### config.mk
export PLATFORM = sky130hd
export DESIGN_NAME = fbpf_top
export DESIGN_NICKNAME = d
export VERILOG_FILES = /design/src/hw/fbpf_pkg.sv /design/src/hw/fbpf_if.sv /design/src/hw/fbpf_decode.sv /design/src/hw/fbpf_top.sv
export SDC_FILE = /design/constraint.sdc
export NUM_CORES = 1
export LEC_CHECK = 0
export BUFFER_PORTS_ARGS = -buffer_cell sky130_fd_sc_hd__buf_2
export CORE_ASPECT_RATIO = 0.5
export CORE_MARGIN = 2
export CORE_UTILIZATION = 51
export CTS_BUF_LIST = sky130_fd_sc_hd__clkbuf_2
export DETAILED_ROUTE_END_ITERATION = 10
export PLACE_DENSITY = 0.87
export RECOVER_POWER = 50
export SLEW_MARGIN = 20
export SYNTH_ARGS = -nofsm -noshare
export SYNTH_HDL_FRONTEND = slang
export SYNTH_SLANG_ARGS = --single-unit
### constraint.sdc
create_clock -name CLK_IN -period 1.6 [get_ports CLK_IN]
set_input_delay 0 -clock CLK_IN [delete_from_list [all_inputs] [get_ports CLK_IN]]
set_output_delay 0 -clock CLK_IN [all_outputs]
set_load 0.01 [all_outputs]
### src/hw/fbpf_pkg.sv
// Purpose: shared constants for the flash protect and function register
// Assumes: 64 blocks of 64 KB, 8-bit registers
// Notes: none
package fbpf_pkg;
	// ==========================================
	// geometry
	localparam int BLK_W = 6;
	localparam logic [5:0] BLK_TOP = 6'h3F;
	localparam logic [5:0] BLK_BOT = 6'h00;
	// ==========================================
	// function register field positions
	localparam int FN_RST_DIS = 0;
	localparam int FN_RSVD = 1;
	localparam int FN_PROGRAM_SUSPENDED_FLAG = 2;
	localparam int FN_ERASE_SUSPENDED_FLAG = 3;
	localparam int FN_LOCK_LO = 4;
	// otp bits of the function register
	localparam logic [7:0] FN_OTP_MASK = 8'hF1;
	// ==========================================
	// reset values
	localparam logic [7:0] FN_RESET = 8'h00;
	localparam logic [7:0] RDPAR_RESET = 8'h00;
	localparam logic [3:0] CODE_RESET = 4'h0;
	// ==========================================
	// operation kinds on the request port
	typedef enum logic [1:0] {
		FBPF_OP_PROG,
		FBPF_OP_ERASE,
		FBPF_OP_CHIP,
		FBPF_OP_ROW
	} fbpf_op_t;
endpackage

### src/hw/fbpf_if.sv
// Purpose: carrier between the top and the protect decoder
// Assumes: single clock domain, combinational decode
// Notes: none
`timescale 1ns/10ps
interface fbpf_if;
	logic [3:0] code; // protect code
	logic [5:0] blk; // target block
	logic hit; // target lies in protected area
	modport top (output code, output blk, input hit);
	modport dec (input code, input blk, output hit);
endinterface

### src/hw/fbpf_decode.sv
// Purpose: decode the protect code against a target block
// Assumes: inputs stable in the cycle they are used
// Notes: purely combinational
`timescale 1ns/10ps
module fbpf_decode
	import fbpf_pkg::*;
(
	// carrier
	fbpf_if.dec bus
);
	// ==========================================
	// decode
	logic [5:0] span; // blocks-minus-one of the area
	always_comb begin
		span = 6'h00;
		bus.hit = 1'b0;
		unique case (bus.code)
			4'h0, 4'hF: bus.hit = 1'b0; // none
			4'h7, 4'h8: bus.hit = 1'b1; // all blocks
			4'h1, 4'h2, 4'h3, 4'h4, 4'h5, 4'h6: begin
				// top area ending at block 63
				span = 6'((7'h01 << (bus.code - 4'h1)) - 7'h01);
				bus.hit = bus.blk >= (BLK_TOP - span);
			end
			default: begin
				// bottom area starting at block 0
				span = 6'((7'h01 << (4'hE - bus.code)) - 7'h01);
				bus.hit = bus.blk <= (BLK_BOT + span);
			end
		endcase
	end
endmodule

### src/hw/fbpf_top.sv
// Purpose: block protect decode, function register, read parameters
// Assumes: a flash command engine presents decoded requests
// Notes: outputs all registered; grants follow requests by one cycle
`timescale 1ns/10ps
// Contract
// - codes 1-6 protect top blocks to 63
// - codes 9-14 bottom; 7,8 all; 0,15 none
// - block program or erase into protected area
// - chip erase only when code is zero
// - reset-pin disable bit set once only
// - disabled dedicated pin; use shared pin
// - program suspend flag set and cleared
// - erase suspend flag set and cleared
// - row lock bits refuse row programming
// - otp bits never return to zero except on RST_IN, which loads FN_RESET
// - read parameters kept nonvolatile and volatile
// - power-up loads volatile from nonvolatile
module fbpf_top
	import fbpf_pkg::*;
#(
	parameter logic RST_DIS_INIT = 1'b0 // part-variant strap value
) (
	// clock and reset
	input wire logic CLK_IN,
	input wire logic RST_IN,
	// protect code from the status register
	input wire logic [3:0] PROT_CODE_IN,
	// operation request
	input wire logic REQ_IN,
	input wire logic [1:0] REQ_OP_IN,
	input wire logic [5:0] REQ_BLK_IN,
	input wire logic [1:0] REQ_ROW_IN,
	// function register write
	input wire logic FN_WR_IN,
	input wire logic [7:0] FN_WDATA_IN,
	// suspend and resume events
	input wire logic SUSPEND_IN,
	input wire logic RESUME_IN,
	input wire logic PROG_BUSY_IN,
	input wire logic ERASE_BUSY_IN,
	// read parameter writes
	input wire logic RP_NV_WR_IN,
	input wire logic RP_V_WR_IN,
	input wire logic ERP_NV_WR_IN,
	input wire logic ERP_V_WR_IN,
	input wire logic [7:0] RP_WDATA_IN,
	// reset pins, from outside
	input wire logic DED_RST_N_IN,
	input wire logic SHR_RST_N_IN,
	// answers
	output logic GRANT_OUT,
	output logic DENY_OUT,
	output logic [7:0] FN_RDATA_OUT,
	output logic [7:0] RP_VOL_OUT,
	output logic [7:0] ERP_VOL_OUT,
	output logic [7:0] RP_NV_OUT,
	output logic [7:0] ERP_NV_OUT,
	output logic PIN_RESET_OUT
);
	// ==========================================
	// decoder
	fbpf_if pif();
	assign pif.code = PROT_CODE_IN;
	assign pif.blk = REQ_BLK_IN;
	fbpf_decode u_dec (
		.bus(pif.dec)
	);

	// ==========================================
	// request judgement
	logic grant_reg, grant_next;
	logic deny_reg, deny_next;
	logic [7:0] fn_reg, fn_next;
	logic row_locked;
	always_comb begin
		row_locked = fn_reg[FN_LOCK_LO + 32'(REQ_ROW_IN)];
		grant_next = 1'b0;
		deny_next = 1'b0;
		if (REQ_IN) begin
			unique case (fbpf_op_t'(REQ_OP_IN))
				FBPF_OP_PROG, FBPF_OP_ERASE:
					deny_next = pif.hit;
				FBPF_OP_CHIP:
					deny_next = (PROT_CODE_IN != 4'h0);
				FBPF_OP_ROW:
					deny_next = row_locked;
			endcase
			grant_next = ~deny_next;
		end
	end

	// ==========================================
	// function register next value
	logic strap_done_reg, strap_done_next;
	logic [7:0] otp_wr;
	always_comb begin
		fn_next = fn_reg;
		otp_wr = FN_WDATA_IN & FN_OTP_MASK;
		strap_done_next = 1'b1;
		// strap caught on the first clock after reset release
		if (!strap_done_reg)
			fn_next[FN_RST_DIS] = RST_DIS_INIT;
		else if (FN_WR_IN)
			fn_next = fn_reg | otp_wr;
		// suspend flags: set wins over clear
		if (RESUME_IN)
			fn_next[FN_PROGRAM_SUSPENDED_FLAG] = 1'b0;
		if (SUSPEND_IN && PROG_BUSY_IN)
			fn_next[FN_PROGRAM_SUSPENDED_FLAG] = 1'b1;
		if (RESUME_IN)
			fn_next[FN_ERASE_SUSPENDED_FLAG] = 1'b0;
		if (SUSPEND_IN && ERASE_BUSY_IN)
			fn_next[FN_ERASE_SUSPENDED_FLAG] = 1'b1;
		fn_next[FN_RSVD] = 1'b0;
	end

	// ==========================================
	// read parameter pairs
	logic [7:0] rp_nv_reg, rp_nv_next, rp_v_reg, rp_v_next;
	logic [7:0] erp_nv_reg, erp_nv_next, erp_v_reg, erp_v_next;
	always_comb begin
		rp_nv_next = RP_NV_WR_IN ? RP_WDATA_IN : rp_nv_reg;
		erp_nv_next = ERP_NV_WR_IN ? RP_WDATA_IN : erp_nv_reg;
		rp_v_next = RP_V_WR_IN ? RP_WDATA_IN : rp_v_reg;
		erp_v_next = ERP_V_WR_IN ? RP_WDATA_IN : erp_v_reg;
		if (!strap_done_reg) begin
			rp_v_next = rp_nv_reg;
			erp_v_next = erp_nv_reg;
		end
	end

	// ==========================================
	// reset pin synchronisers and selection
	logic [1:0] ded_sync_reg, shr_sync_reg;
	logic pin_rst_reg, pin_rst_next;
	always_comb begin
		// active when selected pin is low
		if (fn_reg[FN_RST_DIS])
			pin_rst_next = ~shr_sync_reg[1];
		else
			pin_rst_next = ~ded_sync_reg[1];
	end

	// ==========================================
	// registers
	always_ff @(posedge CLK_IN or posedge RST_IN) begin
		if (RST_IN) begin
			grant_reg <= 1'b0;
			deny_reg <= 1'b0;
			fn_reg <= FN_RESET;
			strap_done_reg <= 1'b0;
			rp_nv_reg <= RDPAR_RESET;
			erp_nv_reg <= RDPAR_RESET;
			rp_v_reg <= RDPAR_RESET;
			erp_v_reg <= RDPAR_RESET;
			ded_sync_reg <= 2'b11;
			shr_sync_reg <= 2'b11;
			pin_rst_reg <= 1'b0;
		end else begin
			grant_reg <= grant_next;
			deny_reg <= deny_next;
			fn_reg <= fn_next;
			strap_done_reg <= strap_done_next;
			rp_nv_reg <= rp_nv_next;
			erp_nv_reg <= erp_nv_next;
			rp_v_reg <= rp_v_next;
			erp_v_reg <= erp_v_next;
			ded_sync_reg <= {ded_sync_reg[0], DED_RST_N_IN};
			shr_sync_reg <= {shr_sync_reg[0], SHR_RST_N_IN};
			pin_rst_reg <= pin_rst_next;
		end
	end

	// ==========================================
	// outputs
	assign GRANT_OUT = grant_reg;
	assign DENY_OUT = deny_reg;
	assign FN_RDATA_OUT = fn_reg;
	assign RP_VOL_OUT = rp_v_reg;
	assign ERP_VOL_OUT = erp_v_reg;
	assign RP_NV_OUT = rp_nv_reg;
	assign ERP_NV_OUT = erp_nv_reg;
	assign PIN_RESET_OUT = pin_rst_reg;

	// ==========================================
	// assertions
	AST_CHIP_DENY: assert property (
		@(posedge CLK_IN) disable iff (RST_IN)
		REQ_IN && REQ_OP_IN == 2'(FBPF_OP_CHIP) && PROT_CODE_IN != 4'h0
		|=> DENY_OUT && !GRANT_OUT)
		else $error("chip erase not refused");
	AST_TOP_AREA: assert property (
		@(posedge CLK_IN) disable iff (RST_IN)
		REQ_IN && REQ_OP_IN == 2'(FBPF_OP_ERASE) && PROT_CODE_IN == 4'h1
		&& REQ_BLK_IN == 6'h3F |=> DENY_OUT)
		else $error("block 63 not protected");
	AST_TOP_EDGE: assert property (
		@(posedge CLK_IN) disable iff (RST_IN)
		REQ_IN && REQ_OP_IN == 2'(FBPF_OP_PROG) && PROT_CODE_IN == 4'h6
		&& REQ_BLK_IN == 6'h1F |=> GRANT_OUT)
		else $error("block 31 wrongly protected");
	AST_BOT_AREA: assert property (
		@(posedge CLK_IN) disable iff (RST_IN)
		REQ_IN && REQ_OP_IN == 2'(FBPF_OP_PROG) && PROT_CODE_IN == 4'h9
		|=> DENY_OUT == ($past(REQ_BLK_IN) < 6'h20))
		else $error("bottom area wrong");
	AST_ROW_LOCK: assert property (
		@(posedge CLK_IN) disable iff (RST_IN)
		REQ_IN && REQ_OP_IN == 2'(FBPF_OP_ROW) |=>
		DENY_OUT == $past(fn_reg[FN_LOCK_LO + 32'(REQ_ROW_IN)]))
		else $error("row lock not applied");
	// otp bits: old ones kept, written ones added, nothing else
	AST_OTP_STICKY: assert property (
		@(posedge CLK_IN) disable iff (RST_IN)
		strap_done_reg |=> (FN_RDATA_OUT & FN_OTP_MASK) ==
		(($past(FN_RDATA_OUT) | ($past(FN_WR_IN) ? $past(FN_WDATA_IN)
		: 8'h00)) & FN_OTP_MASK))
		else $error("otp bit lost or wrongly set");
	AST_PROGRAM_SUSPENDED_FLAG_SET: assert property (
		@(posedge CLK_IN) disable iff (RST_IN)
		SUSPEND_IN && PROG_BUSY_IN |=> FN_RDATA_OUT[FN_PROGRAM_SUSPENDED_FLAG])
		else $error("program suspend flag not set");
	AST_ERASE_SUSPENDED_FLAG_CLR: assert property (
		@(posedge CLK_IN) disable iff (RST_IN)
		RESUME_IN && !(SUSPEND_IN && ERASE_BUSY_IN)
		|=> !FN_RDATA_OUT[FN_ERASE_SUSPENDED_FLAG])
		else $error("erase suspend flag not cleared");
	AST_RSVD_ZERO: assert property (
		@(posedge CLK_IN) disable iff (RST_IN)
		##1 !FN_RDATA_OUT[FN_RSVD])
		else $error("reserved bit set");
	AST_PWRUP_LOAD: assert property (
		@(posedge CLK_IN) disable iff (RST_IN)
		!strap_done_reg |=> RP_VOL_OUT == $past(rp_nv_reg)
		&& ERP_VOL_OUT == $past(erp_nv_reg))
		else $error("volatile copy not loaded");
	AST_PIN_SEL: assert property (
		@(posedge CLK_IN) disable iff (RST_IN)
		fn_reg[FN_RST_DIS] && shr_sync_reg[1] |=> !PIN_RESET_OUT)
		else $error("shared reset pin not honoured");
	COV_CHIP_OK: cover property (@(posedge CLK_IN) disable iff (RST_IN)
		REQ_IN && REQ_OP_IN == 2'(FBPF_OP_CHIP) ##1 GRANT_OUT);
	COV_SUSPEND: cover property (@(posedge CLK_IN) disable iff (RST_IN)
		FN_RDATA_OUT[FN_PROGRAM_SUSPENDED_FLAG] ##[1:20] !FN_RDATA_OUT[FN_PROGRAM_SUSPENDED_FLAG]);
	COV_LOCK: cover property (@(posedge CLK_IN) disable iff (RST_IN)
		FN_WR_IN && FN_WDATA_IN[FN_LOCK_LO] ##1 FN_RDATA_OUT[FN_LOCK_LO]);
endmodule

==> flow_summary.toml <==
[floorplan]
die_w_um = 101.7
die_y_um = 52.84
io-pin-count = 87
core_area_sq_um = 4488
num_rows = 17
initial_core_util_pct = 54.20
die_area_sq_um = 5371

[final_layout]
final_cell_mix = "78 x buf_2, 43 x dfrtp_1, 33 x dlygate4sd3_1"
n_antenna_cell = 0
fin_util_pct = 76.72
fill_cells = 296
final_common_cell = "buf_2"
fin_nets = 402
areaGrowthSynthToFinish_pct = 41.56
multi_input_area_sq_um = 1241
fin_area_sq_um = 3443
final-seq-area_sq_um = 1181
layout-drive-gt1-share_pct = 42.61

[pwr]
power_density_nw_per_um2 = 752.5
vdd_ir_drop_max_uv = 664.4
power_mw = 2.591
leakagePower_nw = 1.623

[clock_tree]
cts-root-buf = "clkbuf_2"
cts_made_buffers = 5
cts_tree = "yes"
cts_max_level = 2
clk_pin_slew_ns = 0.25
clk_path_buf_depth = 2
clock_latency_ns = 0.43
clock-sinks = 47

[worst_setup_path]
worstSetupStartpoint = "PROT_CODE_IN[1]"
crit_cells = 13
crit_end = "GRANT_OUT"
ff2ff_path_depth = 3
crit-reg2reg-launch = "strap_done_reg"
worst_setup_path_start_kind = "primary input"
critPathMaxFanout = 5
cp_top_family = "compound AO/OA/AOI/OAI gates"
end_kind = "flip-flop"
cp.arrival_ns = 1.89
reg2reg_to = "FN_RDATA_OUT[7]"
critical_path.cell_chain = "buf_4 -> nor2b_4 -> nand3_2 -> ha_4 -> nand2_2 -> o31ai_4 -> a22oi_1 -> ha_1 -> and4_4 -> o21ai_2 -> o211ai_1 -> a21o_1 -> a31o_1"
r2r_slack_ns = 0.07
path_buf_inv = 1
max_stage_delay_ns = 0.29
crit_slowest_cell = "ha_1"
worstSetupPathType = "in -> reg"
required_ns = 1.94

[global_route]
antenna_found_initial = 0
track_usage_pct = 24.57
grt_max_degree = 48
grt_pass1_vias = 2173
overflow = 0
grt_first_pass_wirelength_um = 9949

[place]
postPlaceCellArea_sq_um = 3023
dpl_worst_slack_ns = -0.4922
routabilityCongestion = 0.8599
dp_hpwl_um = 4302
io_buffers = 82

[sta]
max-slew-margin-rel_pct = 25.78
fin_crit_ns = 1.551
max_freq_mhz = 644.8
worst_pin_slew_ns = 1.113
hold_viol_final = 0
finClkSkew_ns = 0.04181
final.period_utilization_pct = 96.92
setup_viol = 0
fin_ws_ns = 0.04923
slew_viol_final = 0

[logic_synthesis]
synth.top_cells.by_area = "dfrtp_1 44%, mux2_2 7.9%, mux2i_1 7.4%, ha_1 7.2%, a21oi_1 4.5%"
syn_area_sq_um = 2432
netlist.area_leader.share_pct = 44.24
postSynthCellCount = 219
synth_fp_nets = 277
synth_cell_types = 40
yosys_warnings = 0
yosysSeqAreaShare_pct = 48.56
synth_seq_cells = 47
avgSynthCellArea_sq_um = 11.11
yosys.area.top_type = "dfrtp_1"

[route]
drt-initial-drc-count = 104
antenna_left = 0
firstDrtPassIters = 4
num_vias = 2121
drc = 0
wl_per_cell_um = 15.27
viasPerCell = 5.161
postRouteWirelength_um = 6277

[worst_hold_path]
hp-class = "in -> reg"
min-delay-start = "REQ_OP_IN[0]"

[run]
cap_violations = 0

[run_status]
run_status = "complete, no violations"
==> report_power, final <==
group | switching (mW) | internal [mW]
clock network | 0.412 | 0.115
registers | 0.0655 | 1.30
logic | 0.351 | 0.347
total | 0.829 | 1.76
==> stage by stage <==
stage	setup TNS (ns)	hold slack, ns	cells
3_3_place_gp	-0.7221	0.04781	369
3_5_place_dp	-0.9680	0.06301	369
6_report	0	0.02344	411
2_1_floorplan	-0.5017	0.004478	219
5_1_grt	-0.05666	0.06817	411
4_1_cts	0	0.01466	410
==> worst register-to-register path, stage by stage (launching register included) <==
cell and delay [ns]:
dfrtp_1 0.45, buf_4 0.21, a31o_1 0.20, dlygate4sd3_1 0.56
==> worst min-delay path by stage <==
stage | slack [ns] | cells past startpoint | end
floorplan | 0.004 | 0 | ded_sync_reg[0]
global placement | 0.05 | 3 | FN_RDATA_OUT[3]
detailed placement | 0.06 | 3 | ERP_NV_OUT[0]
CTS | 0.01 | 3 | ERP_VOL_OUT[3]
global route | 0.07 | 5 | DENY_OUT
finish | 0.02 | 5 | DENY_OUT
==> cells in the mapped netlist (all sizes together) <==
library cell	number
clkbuf	6
buf	7
or4	1
nand4	1
o221ai	1
xnor2	2
a22oi	1
a2111oi	1
a21o	1
conb	2
and4	1
dfrtp	43
o21ai	6
ha	14
mux2	17
and2	1
a21oi	23
o31ai	2
o211ai	1
mux2i	18
xor2	1
nand2b	4
nor2b	5
nand2	12
nand3	3
nor3	5
a31o	5
nor2	19
and3	2
mux4	1
inv	8
dfstp	4
or3b	1
==> routing by layer <==
layer  global-route usage, %  routed length (um)
met5                       0                   0
met4                   7.432                  86
met2                   47.26                3438
met1                   28.04                2500
met3                   4.667                 252
==> timing repair <==
action                                  CTS  global route
pin swaps                                 1             6
gates resized for setup                   4            10
buffers inserted                          1             0
endpoints found under the setup margin    1             2
hold buffers                             32             1
hold endpoints to repair                 90             1
==> cell families after synthesis <==
family / share of synthesized area [%]
adders and majority gates: 7.202
buffers and inverters: 3.909
xor gates and xnor gates: 1.080
muxes: 16.20
AOI/OAI and AO/OA: 11.21
other: 0.3088
and+or+nand+nor: 11.52
DFF: 48.56
==> layout make-up <==
class | instances | share of cell area (%)
Tap cell | 66 | 2.398
Clock inverter | 3 | 0.6541
Clock buffer | 5 | 0.7267
Inverter | 8 | 0.8721
Multi-Input combinational cell | 151 | 36.05
Sequential cell | 47 | 34.30
Timing Repair Buffer | 131 | 25.00
Note: power is estimated with default switching activity, not from simulation.
